==> src/pkg/shared_pin_pkg.sv <==
// Package with constants and carriers for the shared memory bus pin logic.
package shared_pin_pkg;

    // ****************************************
    // Widths and reset values
    // ****************************************
    localparam int ADDR_W = 20;
    localparam int DATA_W = 32;
    localparam int DRAM_ADDR_W = 15;
    localparam logic [ADDR_W-1:0] ADDR_RESET = 20'h00000;
    localparam logic [DATA_W-1:0] DATA_RESET = 32'h00000000;
    localparam logic ISOLATE_RESET = 1'b1;
    localparam logic OE_N_OFF = 1'b1;
    localparam logic BIT_TEN_RESET = 1'b1;
    localparam int ADDR_HIGH_LO = 16;
    localparam int ADDR_MID_LO = 5;
    localparam int ADDR_MID_HI = 14;

    // Static-bus data width of the selected channel.
    typedef enum logic [1:0] {
        WIDTH_32,
        WIDTH_16,
        WIDTH_8
    } bus_width_e;

    // Which controller owns the shared pins.
    typedef enum logic [1:0] {
        OWN_NONE,
        OWN_DRAM,
        OWN_STATIC
    } owner_e;

    // Request from the synchronous DRAM controller.
    typedef struct packed {
        logic req;
        logic write;
        logic [DRAM_ADDR_W-1:0] addr;
        logic [DATA_W-1:0] wdata;
    } dram_req_s;

    // Request from the static-memory bus controller.
    typedef struct packed {
        logic req;
        logic write;
        bus_width_e width;
        logic [ADDR_W+1:0] byte_addr;
        logic [DATA_W-1:0] wdata;
    } static_req_s;

endpackage : shared_pin_pkg

==> src/rtl/shared_pin_interface.sv <==
// Shared address and data pin logic for the DRAM and static bus controllers.
`timescale 1ns/100ps
module shared_pin_interface
    import shared_pin_pkg::*;
(
    input wire logic clock,                         // System clock, 25 MHz.
    input wire logic reset,                         // Synchronous reset, active high.
    input wire dram_req_s dram_req,                 // DRAM controller request.
    input wire static_req_s static_req,             // Static bus controller request.
    output logic dram_grant,                        // DRAM controller owns the pins.
    output logic static_grant,                      // Static controller owns the pins.
    output logic [DATA_W-1:0] rdata,                // Captured read data.
    output logic [ADDR_W-1:0] strap_value,          // Address straps held at reset.
    output logic strap_bit_ten,                     // Test strap from bit-ten pin.
    input wire logic [ADDR_W-1:0] addr_in,          // Address pins, input side.
    output logic [ADDR_W-1:0] addr_out,             // Address pins, output side.
    output logic addr_oe_n,                         // Address pin enable, low drives.
    input wire logic dram_addr_bit_ten_pin_in,      // Bit-ten pin, input side.
    output logic dram_addr_bit_ten_pin_out,         // Bit-ten pin, output side.
    output logic dram_addr_bit_ten_pin_oe_n,        // Bit-ten pin enable, low drives.
    input wire logic [DATA_W-1:0] data_in,          // Data pins, input side.
    output logic [DATA_W-1:0] data_out,             // Data pins, output side.
    output logic data_oe_n,                         // Data pin enable, low drives.
    output logic bus_isolate_out                    // High isolates non-DRAM devices.
);

    // ****************************************
    // Pin input synchronisers
    // ****************************************
    logic [ADDR_W-1:0] addr_meta_reg;
    logic [ADDR_W-1:0] addr_sync_reg;
    logic ten_meta_reg;
    logic ten_sync_reg;
    logic [DATA_W-1:0] data_meta_reg;
    logic [DATA_W-1:0] data_sync_reg;

    always_ff @(posedge clock) begin
        addr_meta_reg <= addr_in;
        addr_sync_reg <= addr_meta_reg;
        ten_meta_reg <= dram_addr_bit_ten_pin_in;
        ten_sync_reg <= ten_meta_reg;
        data_meta_reg <= data_in;
        data_sync_reg <= data_meta_reg;
    end

    // ****************************************
    // Boot straps
    // ****************************************
    // Straps follow the pins while reset holds them as inputs, so the
    // configured state is visible during reset and frozen at release.
    always_ff @(posedge clock) begin
        if (reset) begin
            strap_value <= addr_sync_reg;
            strap_bit_ten <= ten_sync_reg;
        end
    end

    // ****************************************
    // Ownership
    // ****************************************
    owner_e owner_reg;
    owner_e owner_next;
    logic wait_reg;

    // A new owner is taken only from idle, so the controllers never overlap.
    always_comb begin
        owner_next = owner_reg;
        case (owner_reg)
            OWN_NONE: begin
                if (dram_req.req) begin
                    owner_next = OWN_DRAM;
                end else if (static_req.req) begin
                    owner_next = OWN_STATIC;
                end
            end
            OWN_DRAM: begin
                if (!dram_req.req) begin
                    owner_next = OWN_NONE;
                end
            end
            OWN_STATIC: begin
                if (!static_req.req) begin
                    owner_next = OWN_NONE;
                end
            end
            default: owner_next = OWN_NONE;
        endcase
    end

    always_ff @(posedge clock) begin
        if (reset) begin
            owner_reg <= OWN_NONE;
        end else begin
            owner_reg <= owner_next;
        end
    end

    // First cycle after release still holds all pins as inputs.
    always_ff @(posedge clock) begin
        if (reset) begin
            wait_reg <= 1'b1;
        end else begin
            wait_reg <= 1'b0;
        end
    end

    // ****************************************
    // Pin drive
    // ****************************************
    logic [ADDR_W-1:0] static_pin_addr;
    logic [ADDR_W-1:0] dram_pin_addr;

    static_addr_map u_map (
        .width(static_req.width),
        .byte_addr(static_req.byte_addr),
        .pin_addr(static_pin_addr)
    );

    // Pin 15 is unused by DRAM and stays low; bit ten goes out its own pin.
    assign dram_pin_addr = {dram_req.addr[DRAM_ADDR_W-1:DRAM_ADDR_W-4], 1'b0,
        dram_req.addr[ADDR_MID_HI-ADDR_MID_LO:0], 5'h00};

    always_ff @(posedge clock) begin
        if (reset || wait_reg) begin
            addr_oe_n <= OE_N_OFF;
            dram_addr_bit_ten_pin_oe_n <= OE_N_OFF;
            data_oe_n <= OE_N_OFF;
            bus_isolate_out <= ISOLATE_RESET;
            addr_out <= ADDR_RESET;
            dram_addr_bit_ten_pin_out <= BIT_TEN_RESET;
            data_out <= DATA_RESET;
            dram_grant <= 1'b0;
            static_grant <= 1'b0;
        end else begin
            addr_oe_n <= 1'b0;
            dram_addr_bit_ten_pin_oe_n <= 1'b0;
            dram_grant <= (owner_next == OWN_DRAM);
            static_grant <= (owner_next == OWN_STATIC);
            // Isolation is low only while the static controller owns the bus.
            bus_isolate_out <= (owner_next != OWN_STATIC);
            case (owner_next)
                OWN_DRAM: begin
                    addr_out <= dram_pin_addr;
                    dram_addr_bit_ten_pin_out <= dram_req.addr[DRAM_ADDR_W-5];
                    data_out <= dram_req.wdata;
                    data_oe_n <= ~dram_req.write;
                end
                OWN_STATIC: begin
                    addr_out <= static_pin_addr;
                    dram_addr_bit_ten_pin_out <= dram_addr_bit_ten_pin_out;
                    data_out <= static_req.wdata;
                    data_oe_n <= ~static_req.write;
                end
                default: begin
                    addr_out <= addr_out;
                    dram_addr_bit_ten_pin_out <= dram_addr_bit_ten_pin_out;
                    data_out <= data_out;
                    data_oe_n <= OE_N_OFF;
                end
            endcase
        end
    end

    always_ff @(posedge clock) begin
        if (reset) begin
            rdata <= DATA_RESET;
        end else if (owner_reg != OWN_NONE && data_oe_n) begin
            rdata <= data_sync_reg;
        end
    end

    // ****************************************
    // Checks
    // ****************************************
    a_reset_inputs: assert property (@(posedge clock) reset |=> addr_oe_n && data_oe_n
        && dram_addr_bit_ten_pin_oe_n) else $error("Pins driven during reset.");
    a_release_hold: assert property (@(posedge clock) $fell(reset) |=> addr_oe_n && bus_isolate_out)
        else $error("Pins driven right after reset release.");
    a_isolate_reset: assert property (@(posedge clock) reset |=> bus_isolate_out)
        else $error("Isolate low during reset.");
    a_one_owner: assert property (@(posedge clock) disable iff (reset) !(dram_grant && static_grant))
        else $error("Both controllers own the pins.");
    a_dram_isolated: assert property (@(posedge clock) disable iff (reset) dram_grant |-> bus_isolate_out)
        else $error("DRAM cycle without isolation.");
    a_static_connect: assert property (@(posedge clock) disable iff (reset)
        static_grant |-> !bus_isolate_out) else $error("Static cycle while isolated.");
    a_addr_driven: assert property (@(posedge clock) disable iff (reset) !$past(reset, 2) |-> !addr_oe_n)
        else $error("Address pins not driven after reset.");
    a_strap_frozen: assert property (@(posedge clock) disable iff (reset) $stable(strap_value))
        else $error("Strap value changed out of reset.");
    a_dram_pin15: assert property (@(posedge clock) disable iff (reset)
        dram_grant |-> !addr_out[ADDR_MID_HI+1]) else $error("Pin 15 used in DRAM cycle.");
    a_grant_drop: assert property (@(posedge clock) disable iff (reset)
        dram_grant && !dram_req.req |=> !dram_grant)
        else $error("DRAM grant held after its request fell.");
    a_isolate_first: assert property (@(posedge clock) disable iff (reset)
        $rose(dram_grant) |-> $past(bus_isolate_out))
        else $error("Isolation not in place before the DRAM cycle.");
    a_data_idle: assert property (@(posedge clock) disable iff (reset)
        !dram_grant && !static_grant |-> data_oe_n)
        else $error("Data pins driven with no owner.");
    a_ten_hold: assert property (@(posedge clock) disable iff (reset)
        static_grant |=> $stable(dram_addr_bit_ten_pin_out))
        else $error("Bit-ten pin moved in a static cycle.");

    // ****************************************
    // Coverage
    // ****************************************
    c_dram_cycle: cover property (@(posedge clock) disable iff (reset) $rose(dram_grant));
    c_static_cycle: cover property (@(posedge clock) disable iff (reset) $rose(static_grant));
    c_handover: cover property (@(posedge clock) disable iff (reset) dram_grant ##[1:4] static_grant);
    c_dram_write: cover property (@(posedge clock) disable iff (reset) dram_grant && !data_oe_n);
    c_reset_release: cover property (@(posedge clock) $fell(reset));

endmodule : shared_pin_interface

==> src/rtl/static_addr_map.sv <==
// Maps a static-bus byte address onto the address pins by data bus width.
`timescale 1ns/100ps
module static_addr_map
    import shared_pin_pkg::*;
(
    input wire bus_width_e width,            // Data bus width of the channel.
    input wire logic [ADDR_W+1:0] byte_addr, // Byte address of the access.
    output logic [ADDR_W-1:0] pin_addr       // Value for the address pins.
);

    // The pin meaning shifts with the port width.
    always_comb begin
        case (width)
            WIDTH_32: pin_addr = byte_addr[ADDR_W+1:2];
            WIDTH_16: pin_addr = byte_addr[ADDR_W:1];
            WIDTH_8: pin_addr = byte_addr[ADDR_W-1:0];
            default: pin_addr = byte_addr[ADDR_W+1:2];
        endcase
    end

endmodule : static_addr_map

==> config.mk <==
export PLATFORM = sky130hd
export DESIGN_NAME = shared_pin_interface
export DESIGN_NICKNAME = d
export VERILOG_FILES = /design/src/pkg/shared_pin_pkg.sv /design/src/rtl/shared_pin_interface.sv /design/src/rtl/static_addr_map.sv
export SDC_FILE = /design/constraint.sdc
export NUM_CORES = 1
export LEC_CHECK = 0
export ABC_AREA = 1
export ABC_CLOCK_PERIOD_IN_PS = 2000
export BUFFER_PORTS_ARGS = -buffer_cell sky130_fd_sc_hd__buf_2
export CORE_ASPECT_RATIO = 0.8
export CORE_MARGIN = 2
export CORE_UTILIZATION = 31
export CTS_BUF_LIST = sky130_fd_sc_hd__clkbuf_16
export CTS_CLUSTER_SIZE = 30
export DETAILED_ROUTE_END_ITERATION = 16
export GPL_ROUTABILITY_DRIVEN = 0
export SYNTH_ARGS = -nofsm -noshare
export SYNTH_HDL_FRONTEND = slang
export SYNTH_SLANG_ARGS = --single-unit
==> constraint.sdc <==
create_clock -name clock -period 2 [get_ports clock]
set_clock_uncertainty 0.15 [all_clocks]
set_input_delay 0.1 -clock clock [delete_from_list [all_inputs] [get_ports clock]]
set_output_delay 0.1 -clock clock [all_outputs]
set_load 0.05 [all_outputs]
==> run metrics <==
GRT Util Overall 0.1747; clock-pin slew on the worst setup and hold paths 0.06 ns; RSZ-0062 raised after global routing false; max-slew violation count 0; Final nets 1,353; layout cell share with drive strength beyond 1 0.2806; Synth Area in Compound Gates 0.06715; IR Drop Worst-Case VDD 695.6 uV; outcome finished clean; Synth Area in Adders 0.009025; largest net degree at the start of global routing 58; row cnt 48; Finished Core Util 0.5039; Synth Register Bits 220; Layout Cells excl Fill roughly 1,500; # setup viols final 0; leak pwr 5.312 nW; CTS tree built; postcts setup bufs 0; final hold vios 0; # DRC 0; total CTS buffers 23; antenna-violating nets left 0; Die ar. ~0.024 sq mm; Bufs on Longest Clock Path 3; Max Cap Viol 0; Final HPWL DP 13.02 mm; DR iter-0 viols 317; Pwr Density 937.6 mW/mm^2; H-tree levels 1; Core Box Area 0.02174 sq mm; initial antenna violation count 0; die width 171.2 um; period utilization 0.9055; most frequent cells in the layout buf_2 (273), nand2_1 (222), dfxtp_1 (199); PortBufs 273; Fin Setup TNS 0 ns; via count 6,566; GRT Residual Overflow 0; Crit Path Category reg -> reg; post-synthesis mux area share 0; Avg WL per Cell 14.10 um; Post-Syn Area per Cell 9.218 sq um; register area share after synthesis 0.6657; final instance area ~0.011 sq mm; drt pass-1 iters 5; worst-margin pin slew around 0.35 ns; Vias/cell 4.374; largest family of logic cells by synthesized area simple AND/OR/NAND/NOR gates; Post-Syn Instances 752; P&R area growth vs syn 58.05%; xor and xnor area share after synthesis 0; clk_lat worst skew ~0.5 ns; total wire length 21.17 mm; initial core utilization 0.3188; Hold Path Class in -> reg; Req. time, crit path 2.23 ns; crit path time final approximately 1.8 ns; Synthesized Nets 919; Placed Cells approximately 1,300; Antenna Cells 0; Synthesis Warnings 0; vias in the first global route 6,540; Top Ports 274; Crit path arrival time 2.04 ns; Root Driver clkbuf_16; Die Span Y between 100 and 150 um; clock sinks 220; Fin Hold WS roughly 0.012 ns; max_slew headroom 0.7668; Startpoint Class register; Simple-Gate Fraction of Synth Area 0.2141; CP max FO 57; first-pass GRT wire length 32.67 mm; fmax 552.2 MHz; Post-Syn Area 0.006932 sq mm; Placed Area 0.008657 sq mm; CP Capture Type register; most common cell after layout, fill and taps aside buf_2; Unique masters post-synth 22
[path summary, 6_finish.rpt]
kind	slack (ns)	from	end	cells past startpoint
max	0.19	owner_reg[1]$_SDFF_PP0_	addr_out[17]$_SDFFE_PP0P_	8
min	0.01	dram_req[48]	owner_reg[1]$_SDFF_PP0_	6
max reg2reg	0.19	owner_reg[1]$_SDFF_PP0_	addr_out[17]$_SDFFE_PP0P_	8
min reg2reg	0.17	addr_meta_reg[7]$_DFF_P_	addr_sync_reg[7]$_DFF_P_	0
[kinds of logic after synthesis]
logic type | after synthesis
buffers and inverters | 71
DFF | 220
adders and majority gates | 5
AOI/OAI and AO/OA | 91
and+or+nand+nor | 365
[timing repair]
action	4_1_cts	5_1_grt
resized for setup	0	2
hold buffers	161	0
endpoints found under the setup margin	0	2
hold endpoints to repair	114	0
[power breakdown]
part,internal [W],leakage [nW],switching (W)
registers,0.00471,1.86,0.0000877
clock network,0.00211,0.344,0.00171
logic,0.000600,3.11,0.00105
total,0.00742,5.31,0.00285
[Yosys cell counts]
master / count / area, sq um
dfxtp_1: 199 / 3984
nand2_1: 222 / 833.3
nand3_1: 64 / 320.3
o221ai_1: 1 / 8.760
ha_1: 5 / 62.56
a21oi_1: 42 / 210.2
buf_2: 16 / 80.08
clkbuf_1: 19 / 71.32
buf_1: 2 / 7.510
edfxtp_1: 21 / 630.6
o21ai_2: 1 / 8.760
nor2_2: 1 / 6.260
o21ai_0: 40 / 200.2
inv_1: 26 / 97.59
o21ai_1: 6 / 30.03
o211ai_1: 1 / 7.510
or2_2: 6 / 37.54
nor3_1: 1 / 5.000
nor2_1: 69 / 259.0
inv_2: 3 / 11.26
nor2_4: 2 / 22.52
buf_4: 5 / 37.54
[layout make-up]
cell class	instances	area, sq um
fillers	2008	10790
flip-flops and latches	220	4614
repair buffers	451	3156
multi-input cells	461	2022
clock buffers	23	575.6
well taps	300	375.4
inverters	29	108.9
clock inverters	17	103.9
[metal layers]
layer  vias to the layer above  track usage  part of all wire
met4                         0      0.07627             0.041
met2                       332       0.2865              0.45
met3                        81      0.05142             0.089
li1                       3263            -                 -
met5                         -            0                 0
met1                      2890       0.2141              0.42
[per-stage QoR]
step                      setup slack, ns  total power, W
after global routing              0.05240         0.01071
after detailed placement           0.1312        0.006277
after global placement             0.2041        0.006267
after floorplan                    0.2981        0.005789
after CTS                          0.1300         0.01036
final                              0.1890         0.01027
[worst max-delay path: stages (launching register included)]
cell and delay (ns):
dfxtp_1 0.32, nor2_2 0.21, inv_1 0.09, ha_2 0.21, inv_2 0.13, buf_12 0.25, a21oi_1 0.07, nand2_1 0.14
a21oi_1 0.08
No activity file was read; power rests on OpenSTA's default activity.
